===== src/core/idle_timer_pkg.sv =====
/*
  Constants, field layouts and carrier types for the idle command and
  standby timer block, plus the tail of the identify-device data.
  Assumes one 200 MHz core clock and a synchronous active-high reset.
*/
// Contract
// RULE1: Decode E3h or 97h as idle.
// RULE2: Idle enters idle mode, loads timer, starts.
// RULE3: Spin up unless already spinning.
// RULE4: In idle, keep spinning, serve commands.
// RULE5: Timeout zero disables power-down.
// RULE6: Values 1..240 give value times 5 s.
// RULE7: Values 241..251 give (value-240) times 30 min.
// RULE8: Codes 252..255 map to fixed special intervals.
// RULE9: Expiry without host access enters standby.
// RULE10: Host access reloads the full interval.
// RULE11: Word 128 reports security state bits.
// RULE12: Word 129 reports live feature settings.
// RULE13: Word 206 reports SCT support 003Dh.
// RULE14: Rotation rate word returns 1C20h.
// RULE15: Word 222 returns 101Fh.
// RULE16: Word 223 returns 0021h.
// RULE17: Words 234/235 return 0001h and 03E0h.
// RULE18: Word 255: A5 signature, checksum high byte.
// RULE19: Unsupported or reserved words read zero.
// RULE20: Countdown tick from prescaled core clock.
// RULE21: Done clears BSY, sets RDY; reject sets ABT/ERR.
package idle_timer_pkg;
  // Command codes
  localparam logic [7:0] CMD_IDLE = 8'he3;
  localparam logic [7:0] CMD_IDLE_ALT = 8'h97;
  // Timing: one countdown tick per second
  localparam int unsigned CLK_PERIOD_NS = 5;
  localparam int unsigned TICK_PERIOD_NS = 1000000000;
  localparam int unsigned TICK_CYC = TICK_PERIOD_NS / CLK_PERIOD_NS;
  // Timeout encoding, intervals in seconds
  localparam logic [7:0] TO_SHORT_MAX = 8'hf0;
  localparam logic [7:0] TO_LONG_MAX = 8'hfb;
  localparam logic [15:0] TO_SHORT_STEP_S = 16'h0005;
  localparam logic [15:0] TO_LONG_STEP_S = 16'h0708;
  localparam logic [15:0] TO_252_S = 16'h04ec;
  localparam logic [15:0] TO_253_S = 16'h7080;
  localparam logic [15:0] TO_254_S = 16'h04f6;
  localparam logic [15:0] TO_255_S = 16'h04fb;
  // Identify word indices and fixed contents
  localparam logic [7:0] W_SEC = 8'h80;
  localparam logic [7:0] W_FEAT = 8'h81;
  localparam logic [7:0] W_SCT = 8'hce;
  localparam logic [7:0] W_ROT = 8'hd9;
  localparam logic [7:0] W_TMAJ = 8'hde;
  localparam logic [7:0] W_TMIN = 8'hdf;
  localparam logic [7:0] W_UCMIN = 8'hea;
  localparam logic [7:0] W_UCMAX = 8'heb;
  localparam logic [7:0] W_SUM = 8'hff;
  localparam logic [15:0] V_SCT = 16'h003d;
  localparam logic [15:0] V_ROT = 16'h1c20;
  localparam logic [15:0] V_TMAJ = 16'h101f;
  localparam logic [15:0] V_TMIN = 16'h0021;
  localparam logic [15:0] V_UCMIN = 16'h0001;
  localparam logic [15:0] V_UCMAX = 16'h03e0;
  localparam logic [7:0] V_SIG = 8'ha5;
  // Security state as reported in word 128
  typedef struct packed {
    logic level_max;
    logic enh_erase;
    logic expired;
    logic frozen;
    logic locked;
    logic enabled;
    logic supported;
  } sec_state_t;
  // Live feature settings as reported in word 129
  typedef struct packed {
    logic auto_reassign;
    logic reverting;
    logic look_ahead;
    logic wr_cache;
  } feat_state_t;
  // Task file status byte, bit 7 first
  typedef struct packed {
    logic bsy;
    logic rdy;
    logic df;
    logic dsc;
    logic drq;
    logic cor;
    logic idx;
    logic err;
  } ata_status_t;
  // Task file error byte, bit 7 first
  typedef struct packed {
    logic crc;
    logic unc;
    logic rsv5;
    logic idn;
    logic rsv3;
    logic abt;
    logic ton;
    logic amn;
  } ata_error_t;
  // Reset values
  localparam ata_status_t STATUS_RST = 8'h40;
  localparam ata_error_t ERROR_RST = 8'h00;
endpackage : idle_timer_pkg


===== src/core/idle_standby_ctrl.sv =====
/*
  Idle command executor with automatic standby countdown, and the
  identify-device words 128 to 255 with the closing checksum.
  Assumes the command decoder presents each command for one cycle,
  the servo reports spindle speed, and the byte sum of words 0..127
  is supplied by the block that owns those words.
*/
`timescale 1ns/1ps
module idle_standby_ctrl
  import idle_timer_pkg::*;
#(
  parameter int unsigned TICK_CYCLES = TICK_CYC // Core cycles per second
) (
  input wire logic ref_clk_i,
  input wire logic srst_i,
  input wire logic cmd_valid_i,
  input wire logic [7:0] cmd_code_i,
  input wire logic [7:0] sector_count_i,
  input wire logic host_access_i,
  input wire logic spindle_at_speed_i,
  input wire sec_state_t sec_state_i,
  input wire feat_state_t feat_state_i,
  input wire logic [7:0] head_sum_i,
  input wire logic id_rd_i,
  input wire logic [7:0] id_word_i,
  output logic idle_mode_o,
  output logic standby_o,
  output logic spin_up_o,
  output logic cmd_done_o,
  output ata_status_t status_o,
  output ata_error_t error_o,
  output logic [15:0] id_data_o,
  output logic id_valid_o
);

  // Power states
  typedef enum logic [2:0] {
    ST_STANDBY = 3'b001,
    ST_SPINUP = 3'b010,
    ST_IDLE = 3'b100
  } pwr_state_t;

  pwr_state_t state_ff; // Current power state
  pwr_state_t nxt_state; // Next power state
  logic [27:0] presc_ff; // Prescaler toward one tick
  logic tick; // One-second countdown tick
  logic [15:0] interval_ff; // Programmed interval in seconds
  logic [15:0] count_ff; // Seconds left before standby
  logic enabled_ff; // Power-down sequence armed
  logic is_idle_cmd; // Idle command on the port
  logic accept; // Idle command taken
  logic reject; // Idle command refused while busy
  logic finish; // Idle command completes this cycle
  logic expire; // Countdown reaches zero
  logic [15:0] load_val; // Decoded interval

  // Map the timeout byte to seconds
  function automatic logic [15:0] timeout_s(input logic [7:0] v);
    logic [15:0] r;
    r = 16'h0000;
    if (v <= TO_SHORT_MAX) begin
      r = 16'(v * TO_SHORT_STEP_S); // RULE5 RULE6
    end else if (v <= TO_LONG_MAX) begin
      r = 16'((v - TO_SHORT_MAX) * TO_LONG_STEP_S); // RULE7
    end else begin
      unique case (v[1:0]) // RULE8
        2'b00: r = TO_252_S;
        2'b01: r = TO_253_S;
        2'b10: r = TO_254_S;
        default: r = TO_255_S;
      endcase
    end
    return r;
  endfunction : timeout_s

  // Byte sum of one identify word
  function automatic logic [7:0] bsum(input logic [15:0] w);
    return 8'(w[15:8] + w[7:0]);
  endfunction : bsum

  // Command decode, either code is the same request
  assign is_idle_cmd = cmd_valid_i && (cmd_code_i == CMD_IDLE || cmd_code_i == CMD_IDLE_ALT); // RULE1
  assign reject = is_idle_cmd && state_ff == ST_SPINUP;
  assign accept = is_idle_cmd && !reject;
  assign load_val = timeout_s(sector_count_i);
  assign finish = (accept && spindle_at_speed_i) || (state_ff == ST_SPINUP && spindle_at_speed_i);
  assign tick = presc_ff == 28'(TICK_CYCLES - 1);
  assign expire = state_ff == ST_IDLE && enabled_ff && tick && count_ff == 16'h0001
                  && !host_access_i && !accept;

  // Prescaler, restarted by any reload so intervals stay exact
  always_ff @(posedge ref_clk_i) begin
    if (srst_i || accept || host_access_i || tick) begin
      presc_ff <= 28'h0000000; // RULE20
    end else begin
      presc_ff <= presc_ff + 28'h0000001;
    end
  end

  // Interval and enable, loaded by the idle command only
  always_ff @(posedge ref_clk_i) begin
    if (srst_i) begin
      interval_ff <= 16'h0000;
      enabled_ff <= 1'b0;
    end else if (accept) begin
      interval_ff <= load_val; // RULE2
      enabled_ff <= sector_count_i != 8'h00; // RULE5
    end
  end

  // Countdown in seconds
  always_ff @(posedge ref_clk_i) begin
    if (srst_i) begin
      count_ff <= 16'h0000;
    end else if (accept) begin
      count_ff <= load_val; // RULE2
    end else if (host_access_i) begin
      count_ff <= interval_ff; // RULE10
    end else if (tick && enabled_ff && state_ff == ST_IDLE && count_ff != 16'h0000) begin
      count_ff <= count_ff - 16'h0001;
    end
  end

  // Next power state
  always_comb begin
    nxt_state = state_ff;
    unique case (state_ff)
      ST_STANDBY: begin
        if (accept) begin
          nxt_state = spindle_at_speed_i ? ST_IDLE : ST_SPINUP; // RULE3
        end
      end
      ST_SPINUP: begin
        if (spindle_at_speed_i) begin
          nxt_state = ST_IDLE;
        end
      end
      ST_IDLE: begin
        if (expire) begin
          nxt_state = ST_STANDBY; // RULE9
        end else if (accept) begin
          nxt_state = spindle_at_speed_i ? ST_IDLE : ST_SPINUP; // RULE3
        end
      end
    endcase
  end

  // State and state-derived outputs
  always_ff @(posedge ref_clk_i) begin
    if (srst_i) begin
      state_ff <= ST_STANDBY;
      idle_mode_o <= 1'b0;
      standby_o <= 1'b1;
      spin_up_o <= 1'b0;
    end else begin
      state_ff <= nxt_state;
      idle_mode_o <= nxt_state == ST_IDLE; // RULE4
      standby_o <= nxt_state == ST_STANDBY;
      spin_up_o <= nxt_state == ST_SPINUP;
    end
  end

  // Task file status and error
  always_ff @(posedge ref_clk_i) begin
    if (srst_i) begin
      status_o <= STATUS_RST;
      error_o <= ERROR_RST;
      cmd_done_o <= 1'b0;
    end else begin
      cmd_done_o <= finish || reject;
      if (reject) begin
        status_o.err <= 1'b1; // RULE21
        error_o.abt <= 1'b1;
        // Spin-up ending in the same cycle still completes the earlier command
        if (finish) begin
          status_o.bsy <= 1'b0; // RULE21
          status_o.rdy <= 1'b1;
          status_o.dsc <= 1'b1;
        end
      end else if (finish) begin
        status_o.bsy <= 1'b0; // RULE21
        status_o.rdy <= 1'b1;
        status_o.dsc <= 1'b1;
        status_o.err <= 1'b0;
        error_o.abt <= 1'b0;
      end else if (accept) begin
        status_o.bsy <= 1'b1;
        status_o.rdy <= 1'b0;
      end
    end
  end

  // Identify word contents
  logic [15:0] w_sec; // Word 128
  logic [15:0] w_feat; // Word 129
  logic [7:0] cksum; // Checksum byte of word 255
  logic [15:0] id_word; // Selected word

  assign w_sec = {7'h00, sec_state_i.level_max, 2'h0, sec_state_i.enh_erase, sec_state_i.expired,
                  sec_state_i.frozen, sec_state_i.locked, sec_state_i.enabled,
                  sec_state_i.supported}; // RULE11
  assign w_feat = {12'h000, feat_state_i}; // RULE12
  assign cksum = 8'(8'h00 - (head_sum_i + bsum(w_sec) + bsum(w_feat) + bsum(V_SCT) + bsum(V_ROT)
                 + bsum(V_TMAJ) + bsum(V_TMIN) + bsum(V_UCMIN) + bsum(V_UCMAX) + V_SIG)); // RULE18

  // Word select
  always_comb begin
    unique case (id_word_i)
      W_SEC: id_word = w_sec;
      W_FEAT: id_word = w_feat;
      W_SCT: id_word = V_SCT; // RULE13
      W_ROT: id_word = V_ROT; // RULE14
      W_TMAJ: id_word = V_TMAJ; // RULE15
      W_TMIN: id_word = V_TMIN; // RULE16
      W_UCMIN: id_word = V_UCMIN; // RULE17
      W_UCMAX: id_word = V_UCMAX; // RULE17
      W_SUM: id_word = {cksum, V_SIG}; // RULE18
      default: id_word = 16'h0000; // RULE19
    endcase
  end

  // Registered identify read, answered the next cycle
  always_ff @(posedge ref_clk_i) begin
    if (srst_i) begin
      id_data_o <= 16'h0000;
      id_valid_o <= 1'b0;
    end else begin
      id_valid_o <= id_rd_i;
      if (id_rd_i) begin
        id_data_o <= id_word;
      end
    end
  end
endmodule : idle_standby_ctrl


===== config.mk =====
export PLATFORM = sky130hd
export DESIGN_NAME = idle_standby_ctrl
export DESIGN_NICKNAME = d
export VERILOG_FILES = /design/src/core/idle_timer_pkg.sv /design/src/core/idle_standby_ctrl.sv
export SDC_FILE = /design/constraint.sdc
export NUM_CORES = 1
export LEC_CHECK = 0
export ABC_AREA = 1
export BUFFER_PORTS_ARGS = -buffer_cell sky130_fd_sc_hd__clkbuf_2
export CAP_MARGIN = 5
export CORE_MARGIN = 2
export CORE_UTILIZATION = 54
export CTS_CLUSTER_DIAMETER = 30
export CTS_CLUSTER_SIZE = 25
export DETAILED_ROUTE_END_ITERATION = 16
export GPL_ROUTABILITY_DRIVEN = 0
export PLACE_DENSITY = 0.78
export SLEW_MARGIN = 0
export SYNTH_ARGS = -nofsm -noshare
export SYNTH_HDL_FRONTEND = slang
export SYNTH_SLANG_ARGS = --single-unit

===== constraint.sdc =====
create_clock -name ref_clk_i -period 3.7 [get_ports ref_clk_i]
set_input_delay 0.74 -clock ref_clk_i [delete_from_list [all_inputs] [get_ports ref_clk_i]]
set_output_delay 0.74 -clock ref_clk_i [all_outputs]
set_load 0.01 [all_outputs]

# == Yosys cells after proc, flatten, opt, wreduce, memory -nomap -nowiden ==
# Index checks and enable logic that the tools add are counted.
# W data, S select, Z words.
# totals
register_bits,89
out_inout_bits,37
input_bits,49
# classes
n_mul,2
n_reduce_logical,29
mux,18
n_addsub,14
eq_ne,22
magnitude_cmp,2
# ops
op,n
$pmux W16 S9,1
$eq A8 B8 Y1 const B,11
$mux W16,5
$pmux W15 S3,1
$add A8 B6 Y8 const B,4
$add A28 B1 Y28 const B,1
$eq A28 B28 Y1 const B,1
$add A8 B8 Y8 const B,2
$eq A16 B1 Y1 const B,1
$le A8 B8 Y1 const B,2
$mul A16 B8 Y13 const B,1
$reduce_bool A16 Y1,1
$sub A16 B1 Y16 const B,1
$logic_and A1 B1 Y1,13
$mux W3,4
$mul A8 B3 Y11 const B,1
$pmux W3 S3,1
$sub A8 B8 Y9 const B,1
$add A8 B1 Y8 const B,1
$add A8 B4 Y8,1
$add A8 B7 Y8,1
$mux W2,4
$reduce_bool A8 Y1,1
$sub A1 B8 Y8 const A,1
other kinds (14),26

# == Longest topological paths before layout ==
# Gate-level depths: netlist (run 1).
# depth
depth_word,12
mapped_depth,23
ltp_nobuf,23

# == Worst setup path before layout (run 1) ==
# No wires, ideal clock.
# synth_timing
path_kind,input port to flip-flop
startpoint,input sector_count_i[1]
endpoint,register count_ff[14]
stages,19
t_arrival_ps,3692
slack_ps,-106
cell_sequence,inv_1 > fa_1 > inv_1 > ha_1 > inv_1 > fa_1 > inv_1 > ha_1 > inv_1 > fa_1 > nor2_1 > nor2_1 > nor2_1 > nor2_1 > xnor2_1 > o21ai_1 > nand2_1 > nor2_1 > nor2_1
# synth_between
elab_chain_cells,5
word_cells_on_any_way,11
cone_classes,add/sub (1); mul (1); order compare (2); eq/ne (2); mux (4); reduce/logical (1)
# synth_lines
item,line,rtl
"start, declared",idle_standby_ctrl.sv:18,"input wire logic [7:0] sector_count_i,"
"$sub A8 B8 Y9, or another cell as far along",idle_standby_ctrl.sv:64,r = 16'((v - TO_SHORT_MAX) * TO_LONG_STEP_S);
$mul A16 B8 Y13 or $pmux W15 S3 (tied branches),"idle_standby_ctrl.sv:64, idle_standby_ctrl.sv:66",
$mux W16,idle_standby_ctrl.sv:63,end else if (v <= TO_LONG_MAX) begin
$mux W16 *,idle_standby_ctrl.sv:61,if (v <= TO_SHORT_MAX) begin
$mux W16 *,idle_standby_ctrl.sv:115,end else if (accept) begin
"end signal, assigned",idle_standby_ctrl.sv:116,count_ff <= load_val;
"end signal, assigned",idle_standby_ctrl.sv:118,count_ff <= interval_ff;
"end signal, assigned",idle_standby_ctrl.sv:120,count_ff <= count_ff - 16'h0001;
"end, declared",idle_standby_ctrl.sv:48,logic [15:0] count_ff;
# Every way passes the cells marked *; elsewhere a longest branch is shown, timed or not.
# A chain may end at the register's enable or synchronous reset.

# == Worst setup path after layout (run 1) ==
# Ends and elaborated chain as after synthesis.

==> results.md, run 1 <==
- Status: finished, final reports clean
- Ys async rst share: 0%
- Clock buffer depth: 2
- Clk_lat worst skew: 0.34 ns
- Switching Fraction: 32.7%
- Final min period: 3.52 ns
- Global-route wire length before repair: 26500 µm
- Post-layout nets: 1208
- Post-Layout Cell Count: 1258
- Clock share of power: 32.7%
- Worst-path clk slew: 0.07 ns
- Initial Util: 55.8%
- Vias/cell: 5.10
- Critical path class: in -> reg
- Mapped Cells: 995
- Critical Path RT: 3.93 ns
- Slew at the pin with the worst max-slew slack: 0.740 ns
- Seq cells post-synth: 89
- Max-Cap Viols: 0
- Drt drc: 0
- FILL cells: 1139
- Core Area: 12100 µm²
- VDD IR max: 199 µV
- Crit path max fanout: 2
- Syn. warnings: 0
- Commonest non-fill, non-tap cell in the layout: nand2_1
- TNS Setup: 0 ns
- DP Cell Count: 1242
- Initial antenna violation count: 0
- Num Clock Sinks: 89
- Post-Syn Area: 6760 µm²
- GR Util All Layers: 24.3%
- Commonest non-fill, non-tap cells in the layout: nand2_1 (206), inv_1 (148), nor2_1 (128)
- Detailed-route via count: 6417
- Layout cell share with drive strength beyond 1: 16.3%
- DRT Pass-1 Iters: 5
- ANT cells: 0
- Critical Path AT: 3.76 ns
- Drt wl/cell: 12.7 µm
- TritonCTS clock tree: built
- Max-slew headroom: 50.5%
- DIE WIDTH: 116 µm
- Internal power: 1.90 mW
- Post-Route WL: 16000 µm
- Die Y-Extent: 116 µm
- Reg2reg setup slack: 1.62 ns
- Pin count of the biggest net entering global routing: 38
- F_max: 284 MHz
- Hold path depth: 1
- Post-synthesis sequential area ratio: 26.4%
- Sequential share of power: 35.2%
- Multi-input combinational cell area: 4310 µm²
- Type of destination of the critical path: register
- Setup-failing EPs final: 0
- Worst reg-to-reg path cell count: 9
- Min setup slack post-route: 0.177 ns
- Vias in the first global route: 5886
- Final slew viol count: 0
- # rows: 40
- Syn_area_per_cell: 6.79 µm²
- # IOs: 86
- Layout Area Growth over Synthesis: 15.0%
- Yosys cell types: 49
- Combinational Power Share: 32.1%
- Net Sw Power: 0.924 mW
- Power Density: 364 nW/µm²
- Hold Fails Final Rpt: 0
- Leak: 3.67 nW
- IO Port Bufs: 74
- CTS root buf: clkbuf_16
- Total CTS buffers: 9
- EDFF count, synth: 0
- Register area: 1780 µm²
- Synth Flop Type: dfxtp_1
- Max Clock Skew: 0.0107 ns
- DIE AREA: 13400 µm²
- HP Class: reg -> reg
- DR iter-0 viols: 457
- Final ANT Viol Nets: 0
- Critical Path Start Type: input pin
- Pre-CTS setup slack: -0.339 ns
- Final critical-path share of the clock period: 95.2%
- GR Overflow Total: 0
- Final HPWL DP: 12400 µm
- H-tree depth: 3
==> what timing repair did <==
item,4_1_cts,5_1_grt
resized for setup,1,20
setup buffers,0,1
hold buffers,0,0
pin swaps,0,7
hold endpoints to repair,0,0
setup endpoints to repair,1,5
cloned,0,0
==> cells by family after synthesis <==
| kind of cell | count (synthesis) | share of synthesized area (%) |
|---|---|---|
| buffers and inverters | 188 | 11.6 |
| AOI/OAI and AO/OA | 141 | 11.6 |
| and+or+nand+nor | 478 | 31.8 |
| xor gates and xnor gates | 25 | 3.24 |
| DFF | 89 | 26.4 |
| adders and majority gates | 73 | 15.3 |
| other | 1 | 0.0555 |
==> metal layers <==
metal	vias to the layer above	GRT usage, %	routed length, µm
met1	2895	32.7	7560
met2	150	40.1	7480
met5	-	0	0
met4	0	8.25	250
li1	3349	-	-
met3	23	3.40	696
==> worst max-delay path: stages <==
cell and delay (ns):
buf_2 0.12, clkinvlp_4 0.10, fa_1 0.48, inv_1 0.04
ha_1 0.26, inv_1 0.05, fa_1 0.47, inv_1 0.06
ha_4 0.26, inv_1 0.05, fa_2 0.38, nor2_4 0.11
nor2_1 0.04, nor2_1 0.08, nor2_1 0.05, xnor2_1 0.11
o21ai_1 0.15, nand2_1 0.06, nor2_1 0.08, nor2_1 0.05
==> final cells by class <==
cell class                      count  area share, %
Clock inverter                      6          0.934
Inverter                          158           7.68
Multi-Input combinational cell    728           55.5
Clock buffer                        9           2.90
Tap cell                          168           2.70
Timing Repair Buffer              100           7.34
Sequential cell                    89           22.9
==> sequential cells by signal, indices dropped and copies added, names as in the netlist <==
| register | cells |
|---|---|
| cmd_done_o | 1 |
| count_ff | 16 |
| enabled_ff | 1 |
| error_o | 1 |
| id_data_o | 16 |
| id_valid_o | 1 |
| idle_mode_o | 1 |
| interval_ff | 16 |
| presc_ff | 28 |
| spin_up_o | 1 |
| standby_o | 1 |
| state_ff | 3 |
| status_o | 3 |
==> synth_stat cells (3+ instances only) <==
cell	count	area, µm²
nand3b_1	3	22.5
buf_4	12	90.1
inv_1	152	571
nor2_4	4	45.0
ha_1	57	713
a21oi_1	57	285
buf_2	4	20.0
buf_6	4	45.0
nand2_4	3	33.8
o21ai_0	29	145
a21oi_2	3	26.3
nor4_1	6	37.5
nor3b_1	4	30.0
inv_2	5	18.8
o22ai_1	5	31.3
fa_1	16	320
or2_2	7	43.8
nor3_1	24	120
xnor2_1	5	43.8
nand2_1	207	777
xor2_1	20	175
o21ai_1	23	115
nor2_1	129	484
o211ai_1	8	60.1
o21bai_1	3	22.5
nand3_1	38	190
nand3_2	5	50.1
nor2_2	11	68.8
dfxtp_1	89	1780
nand2_2	5	31.3
o31ai_1	3	22.5
nand4_1	22	138
clkbuf_1	10	37.5
==> power groups by stage <==
| stage | Combinational [mW] | Sequential [mW] | Clock (mW) |
|---|---|---|---|
| finish | 0.908 | 0.994 | 0.925 |
| global route | 1.03 | 0.996 | 0.979 |
| CTS | 0.808 | 0.994 | 0.934 |
| detailed placement | 0.801 | 1.02 | 0 |
| global placement | 0.782 | 1.02 | 0 |
| floorplan | 0.579 | 1.01 | 0 |
==> metrics by stage <==
stage	hold WS [ns]	power (mW)	cell area, µm²	utilization, %
global route	0.468	3.00	7770	64.2
finish	0.448	2.83	7770	64.2
floorplan	0.418	1.59	6810	-
global placement	0.432	1.80	7390	61.0
CTS	0.453	2.74	7680	63.5
detailed placement	0.438	1.82	7390	61.0
==> worst paths after layout <==
kind                                from                   endpoint
hold / removal    presc_ff[0]$_SDFF_PP0_     presc_ff[0]$_SDFF_PP0_
hold reg to reg   presc_ff[0]$_SDFF_PP0_     presc_ff[0]$_SDFF_PP0_
setup / recovery       sector_count_i[1]  count_ff[14]$_SDFFE_PP0P_
setup reg to reg  presc_ff[0]$_SDFF_PP0_    presc_ff[10]$_SDFF_PP0_
(Power assumes the default switching activity.)
==> run 2, diff against run 1 <==
--- a/config.mk
+++ b/config.mk
@@ -9,12 +9,12 @@
 export BUFFER_PORTS_ARGS = -buffer_cell sky130_fd_sc_hd__clkbuf_2
 export CAP_MARGIN = 5
 export CORE_MARGIN = 2
-export CORE_UTILIZATION = 54
+export CORE_UTILIZATION = 59
 export CTS_CLUSTER_DIAMETER = 30
 export CTS_CLUSTER_SIZE = 25
 export DETAILED_ROUTE_END_ITERATION = 16
 export GPL_ROUTABILITY_DRIVEN = 0
-export PLACE_DENSITY = 0.78
+export PLACE_DENSITY = 0.81
 export SLEW_MARGIN = 0
 export SYNTH_ARGS = -nofsm -noshare
 export SYNTH_HDL_FRONTEND = slang
==> constraint.sdc (replaced) <==
create_clock -name ref_clk_i -period 3.8 [get_ports ref_clk_i]
set_input_delay 0.76 -clock ref_clk_i [delete_from_list [all_inputs] [get_ports ref_clk_i]]
set_output_delay 0.76 -clock ref_clk_i [all_outputs]
set_load 0.01 [all_outputs]
==> results.md, run 2 (synthesis results as in run 1) <==
- Status: finished, final reports clean
- Detailed-route via count: 6433 (+0.25%)
- Vias in the first global route: 6046 (+2.7%)
- Final critical-path share of the clock period: 97.1%
- Biggest register: presc_ff
- Final min period: 3.69 ns
- Critical Path AT: 3.87 ns (+0.11 ns)
- Clk_lat worst skew: 0.34 ns (about the same)
- Clock buffer depth: 2 (unchanged)
- DIE AREA: 12300 µm² (-8.2%)
- Post-Layout Cell Count: 1233 (-2.0%)
- Layout Utilization: 68.4% (+4.2 points)
- Power Density: 349 nW/µm² (-4.0%)
- Die Y-Extent: 111 µm (-4.2%)
- Critical Path RT: 3.98 ns (+0.05 ns)
- Final instance area: 7710 µm² (-0.84%)
- DR iter-0 viols: 453 (-0.88%)
- Worst-path clk slew: 0.07 ns (about the same)
- Flip-flop count of the largest register after layout: 28 (unchanged)
- VDD IR max: 239 µV (+20%)
- Post-Route WL: 15700 µm (-1.6%)
- Critical Path Start Type: input pin
- Slew at the pin with the worst max-slew slack: 0.824 ns (+0.0833 ns)
- Pre-CTS setup slack: -0.301 ns (+0.0377 ns)
- Min setup slack post-route: 0.110 ns (-0.0664 ns)
- Final slew viol count: 0 (unchanged)
- Global-route wire length before repair: 26700 µm (+0.86%)
- FILL cells: 979 (-14%)
- Initial Util: 59.9% (+4.2 points)
- Max-Cap Viols: 0 (unchanged)
- Pwr Total: 2.69 mW (-4.8%)
- Hold path start: presc_ff[0]$_SDFF_PP0_
- Drt wl/cell: 12.8 µm (+0.39%)
- Vias/cell: 5.22 (+2.3%)
- Hold Fails Final Rpt: 0 (unchanged)
- DRT Pass-1 Iters: 5 (unchanged)
- HP Class: reg -> reg
- Commonest non-fill, non-tap cells in the layout: nand2_1 (207), inv_1 (148), nor2_1 (128)
- Max incr delay on CP: 0.49 ns (about the same)
- TritonCTS clock tree: built
- Layout Area Growth over Synthesis: 14.1%
- DIE WIDTH: 111 µm (-4.2%)
- RR Startpoint: presc_ff[0]$_SDFF_PP0_
- Type of destination of the critical path: register
- Leak: 3.65 nW (-0.36%)
- Core Area: 11300 µm² (-6.9%)
- Critical path class: in -> reg
- Total CTS buffers: 9 (unchanged)
- Placed instance area: 7330 µm² (-0.80%)
- # rows: 39 (-2.5%)
- Num Clock Sinks: 89 (unchanged)
- H-tree depth: 3 (unchanged)
- Drt drc: 0 (unchanged)
- ANT cells: 0 (unchanged)
- Final HPWL DP: 12100 µm (-2.3%)
- Worst path slowest cell: fa_1
- Layout cell share with drive strength beyond 1: 16.0% (-0.37 points)
- Max-slew headroom: 45.1% (-5.4 points)
- Final ANT Viol Nets: 0 (unchanged)
- Commonest non-fill, non-tap cell in the layout: nand2_1
- IO Port Bufs: 74 (unchanged)
- CP startpoint: sector_count_i[4]
- DP Cell Count: 1215 (-2.2%)
- GR Util All Layers: 25.7% (+1.4 points)
- F_max: 271 MHz
- # IOs: 86 (unchanged)
- Critical path, cell by cell: clkbuf_2, inv_1, ha_4, nand3b_1, nand2_1, xor2_1, ha_1, inv_1, fa_1, inv_1, ha_4, ha_4, a21oi_1, o21ai_0, nor2_1, nand3_1, nand3_1, nand2_1, nand2_1, a21oi_1
- Setup-failing EPs final: 0 (unchanged)
- Initial antenna violation count: 0 (unchanged)
- Post-layout nets: 1207 (-0.083%)
- # hold bufs at CTS: 0 (unchanged)
- GR Overflow Total: 0 (unchanged)
- Max Clock Skew: 0.00869 ns (-0.00202 ns)
- CTS root buf: clkbuf_16
- Pin count of the biggest net entering global routing: 39 (+2.6%)
- Crit path max fanout: 4 (+2)
-- run 2: changes by cell type in the layout (fill, tap and decap cells not counted), sizes merged --
cell / change
buf: -1
bufinv: -1
clkbuf: +1
clkinv: +1
-- run 2: per-layer routing --
layer | wire [µm] | up-vias | track usage, %
li1 | - | 3352 | -
met1 | 7040 | 2878 | 33.6
met2 | 7480 | 173 | 44.1
met3 | 928 | 30 | 4.70
met4 | 276 | 0 | 6.42
met5 | 0 | - | 0
-- run 2: report_power, final --
| group | total (mW) | internal, mW | switching, mW | leakage (nW) |
|---|---|---|---|---|
| clock | 0.837 | 0.452 | 0.385 | 0.134 |
| sequential | 0.968 | 0.950 | 0.0179 | 0.722 |
| combinational | 0.886 | 0.388 | 0.498 | 2.80 |
-- run 2: what timing repair did --
| item | CTS | global route |
|---|---|---|
| endpoints found under the setup margin | 0 | 6 |
| resized for setup | 0 | 16 |
| setup buffers | 0 | 2 |
-- run 2: area by class of cell --
type / instances / area [µm²] / share of cell area (%)
multi-input cells: 728 / 4310 / 55.9
flip-flops and latches: 89 / 1780 / 23.1
inverters: 158 / 597 / 7.74
repair buffers: 99 / 563 / 7.31
clock buffers: 10 / 229 / 2.97
well taps: 143 / 179 / 2.32
clock inverters: 6 / 47.5 / 0.617
-- run 2: worst paths after layout --
check	endpoint	slack (ns)	cells after the start
max reg2reg	presc_ff[10]$_SDFF_PP0_	1.72	9
max	interval_ff[15]$_SDFFE_PP0P_	0.11	20
min	presc_ff[0]$_SDFF_PP0_	0.45	1
min reg2reg	presc_ff[0]$_SDFF_PP0_	0.45	1
-- run 2: stage by stage --
step	hold slack [ns]	setup TNS, ns
4_1_cts	0.454	0
6_report	0.452	0
3_3_place_gp	0.430	-0.866
3_5_place_dp	0.439	-1.71
5_1_grt	0.470	-0.0828
2_1_floorplan	0.418	0
-- run 2: critical path: cells and delay by family --
| family | cells | cell delay (ns) |
|---|---|---|
| adder cells (fa/ha/maj) | 5 | 1.54 |
| AND/OR/NAND/NOR | 7 | 0.82 |
| buffers and inverters | 4 | 0.32 |
| AO/OA/AOI/OAI | 3 | 0.30 |
| XOR/XNOR | 1 | 0.15 |
==> run 3, diff against run 2 <==
--- a/config.mk
+++ b/config.mk
@@ -9,12 +9,13 @@
 export BUFFER_PORTS_ARGS = -buffer_cell sky130_fd_sc_hd__clkbuf_2
 export CAP_MARGIN = 5
 export CORE_MARGIN = 2
-export CORE_UTILIZATION = 59
+export CORE_UTILIZATION = 30
 export CTS_CLUSTER_DIAMETER = 30
 export CTS_CLUSTER_SIZE = 25
 export DETAILED_ROUTE_END_ITERATION = 16
 export GPL_ROUTABILITY_DRIVEN = 0
-export PLACE_DENSITY = 0.81
+export PLACE_DENSITY = 0.47
+export REMOVE_ABC_BUFFERS = 1
 export SLEW_MARGIN = 0
 export SYNTH_ARGS = -nofsm -noshare
 export SYNTH_HDL_FRONTEND = slang
==> results.md, run 3 (synthesis results as in run 1) <==
- Status: finished, final reports clean
- CTS root buf: clkbuf_16
- DIE AREA: 23700 µm² (+93%)
- GR Overflow Total: 0 (unchanged)
- # hold bufs at CTS: 0 (unchanged)
- Detailed-route via count: 6223 (-3.3%)
- Layout cell share with drive strength beyond 1: 16.3% (+0.32 points)
- Most frequent cell on the critical path: nor2_1
- IO Port Bufs: 74 (unchanged)
- Vias/cell: 4.53 (-13%)
- Commonest non-fill, non-tap cell in the layout: nand2_1
- Hold Fails Final Rpt: 0 (unchanged)
- Clk_lat worst skew: 0.35 ns (about the same)
- Initial antenna violation count: 0 (unchanged)
- Critical Path RT: 4.05 ns (+0.07 ns)
- ANT cells: 0 (unchanged)
- DIE WIDTH: 154 µm (+39%)
- Num Clock Sinks: 89 (unchanged)
- Final critical-path share of the clock period: 93.0% (-4.1 points)
- Global-route wire length before repair: 30200 µm (+13%)
- Critical path, cell by cell: clkbuf_2, inv_2, fa_1, inv_1, ha_1, inv_1, fa_1, inv_2, ha_4, inv_1, fa_2, nor2_2, nor2_1, nor2_1, nor2_1, xnor2_1, o21ai_1, nand2_1, nor2_1, nor2_1
- Hold Path Sink: presc_ff[0]$_SDFF_PP0_
- Core Area: 22000 µm² (+95%)
- Commonest non-fill, non-tap cells in the layout: nand2_1 (206), inv_1 (149), nor2_1 (128)
- Post-Route WL: 17800 µm (+13%)
- Clock buffer depth: 2 (unchanged)
- Hold path depth: 1 (unchanged)
- Worst-path clk slew: 0.07 ns (about the same)
- WHS: 0.448 ns (-0.00434 ns)
- HP Class: reg -> reg
- Setup-failing EPs final: 0 (unchanged)
- FF-to-FF End: count_ff[12]$_SDFFE_PP0P_
- Delay-heaviest family, CP: adder cells
- F_max: 283 MHz (+4.4%)
- FILL cells: 2377 (+140%)
- Drt wl/cell: 12.9 µm (+1.5%)
- Pin count of the biggest net entering global routing: 38 (-2.6%)
- DRT Pass-1 Iters: 5 (unchanged)
- Biggest register: presc_ff
- TritonCTS clock tree: built
- Worst reg-to-reg path cell count: 12 (+3)
- RSZ-0062 raised after global routing: yes
- Drt drc: 0 (unchanged)
- # rows: 54 (+38%)
- Type of destination of the critical path: register
- Die Y-Extent: 154 µm (+39%)
- Power Density: 347 nW/µm² (-0.63%)
- Layout Area Growth over Synthesis: 17.2%
- Reg2reg setup slack: 1.82 ns (+0.10 ns)
- Critical Path Start Type: input pin
- VDD IR max: 184 µV (-23%)
- Layout Utilization: 36.1% (-32 points)
- Final HPWL DP: 13900 µm (+14%)
- Max-Cap Viols: 0 (unchanged)
- Hold path start: presc_ff[0]$_SDFF_PP0_
- Flip-flop count of the largest register after layout: 28 (unchanged)
- Final min period: 3.53 ns (-0.156 ns)
- Max incr delay on CP: 0.53 ns (+0.04 ns)
- Initial Util: 30.8% (-29 points)
- Final slew viol count: 0 (unchanged)
- # IOs: 86 (unchanged)
- RR Startpoint: presc_ff[0]$_SDFF_PP0_
- Slew at the pin with the worst max-slew slack: 0.591 ns (-0.233 ns)
- Post-layout nets: 1210 (+0.25%)
- Critical path depth: 20 (unchanged)
- CP Buf/Inv Count: 6 (+2)
- H-tree depth: 3 (unchanged)
- Worst path slowest cell: fa_1
- Final ANT Viol Nets: 0 (unchanged)
- Vias in the first global route: 6094 (+0.79%)
- Total CTS buffers: 9 (unchanged)
- Critical path class: in -> reg
- Leak: 3.68 nW (+0.74%)
- Post-Layout Cell Count: 1373 (+11%)
- Critical Path AT: 3.78 ns (-0.09 ns)
- GR Util All Layers: 15.6% (-10 points)
- DR iter-0 viols: 328 (-28%)
- Max Clock Skew: 0.0117 ns (+0.00302 ns)
- Multi-input combinational cell area: 4310 µm² (about the same)
- Max-slew headroom: 60.3% (+15 points)
- DP Cell Count: 1356 (+12%)
- Pwr Total: 2.75 mW (+2.1%)
- Register area: 1780 µm² (unchanged)
- Crit path max fanout: 2 (-2)
## run 3: changes by cell type in the layout (fill, tap and decap cells not counted), sizes merged
cell and change:
bufinv +1, clkbuf +2, clkinv +2, clkinvlp -1, inv -1
## run 3: metrics by stage
stage	setup WS [ns]	instance area, µm²	TNS [ns]
floorplan	-0.0276	6600	-0.0276
global placement	-0.254	7520	-0.980
detailed placement	-0.278	7520	-1.15
CTS	0.0985	7830	0
global route	-0.0151	7920	-0.0151
finish	0.267	7920	0
## run 3: worst max path at each step
stage	start	to	slack, ns
after floorplan	sector_count_i[1]	count_ff[14]$_SDFFE_PP0P_	-0.03
after detailed placement	sector_count_i[1]	count_ff[14]$_SDFFE_PP0P_	-0.28
after global placement	sector_count_i[1]	count_ff[14]$_SDFFE_PP0P_	-0.25
final	sector_count_i[1]	count_ff[14]$_SDFFE_PP0P_	0.27
after CTS	sector_count_i[1]	count_ff[14]$_SDFFE_PP0P_	0.1
after global routing	sector_count_i[1]	count_ff[14]$_SDFFE_PP0P_	-0.02
## run 3: area by class of cell
type	count	share of cell area, %
Multi-Input combinational cell	728	54.4
Sequential cell	89	22.5
Inverter	158	7.49
Clock buffer	9	2.84
Clock inverter	7	0.980
Timing Repair Buffer	102	7.33
Tap cell	280	4.42
## run 3: repair_timing
item	CTS	global route
buffers inserted	0	1
setup endpoints to repair	0	4
hold endpoints to repair	0	0
resized for setup	0	13
## run 3: worst reg2reg max path: cells and delay by family (launching register included)
kind	cells	cell delay (ns)
AND/OR/NAND/NOR	9	1.07
flip-flops	1	0.35
buffers and inverters	2	0.27
adder cells (fa/ha/maj)	1	0.17
## run 3: report_power, final
| part | switching, mW | leakage [nW] | internal, mW |
|---|---|---|---|
| sequential | 0.0175 | 0.722 | 0.950 |
| combinational | 0.480 | 2.81 | 0.380 |
| clock | 0.405 | 0.146 | 0.516 |
| total | 0.903 | 3.68 | 1.85 |
## run 3: routing by layer
metal	global-route usage [%]	part of all wire, %	vias up
li1	-	-	3355
met1	21.6	50	2774
met2	25.7	46	84
met3	2.51	2.9	10
met4	3.47	0.78	0
met5	0	0	-
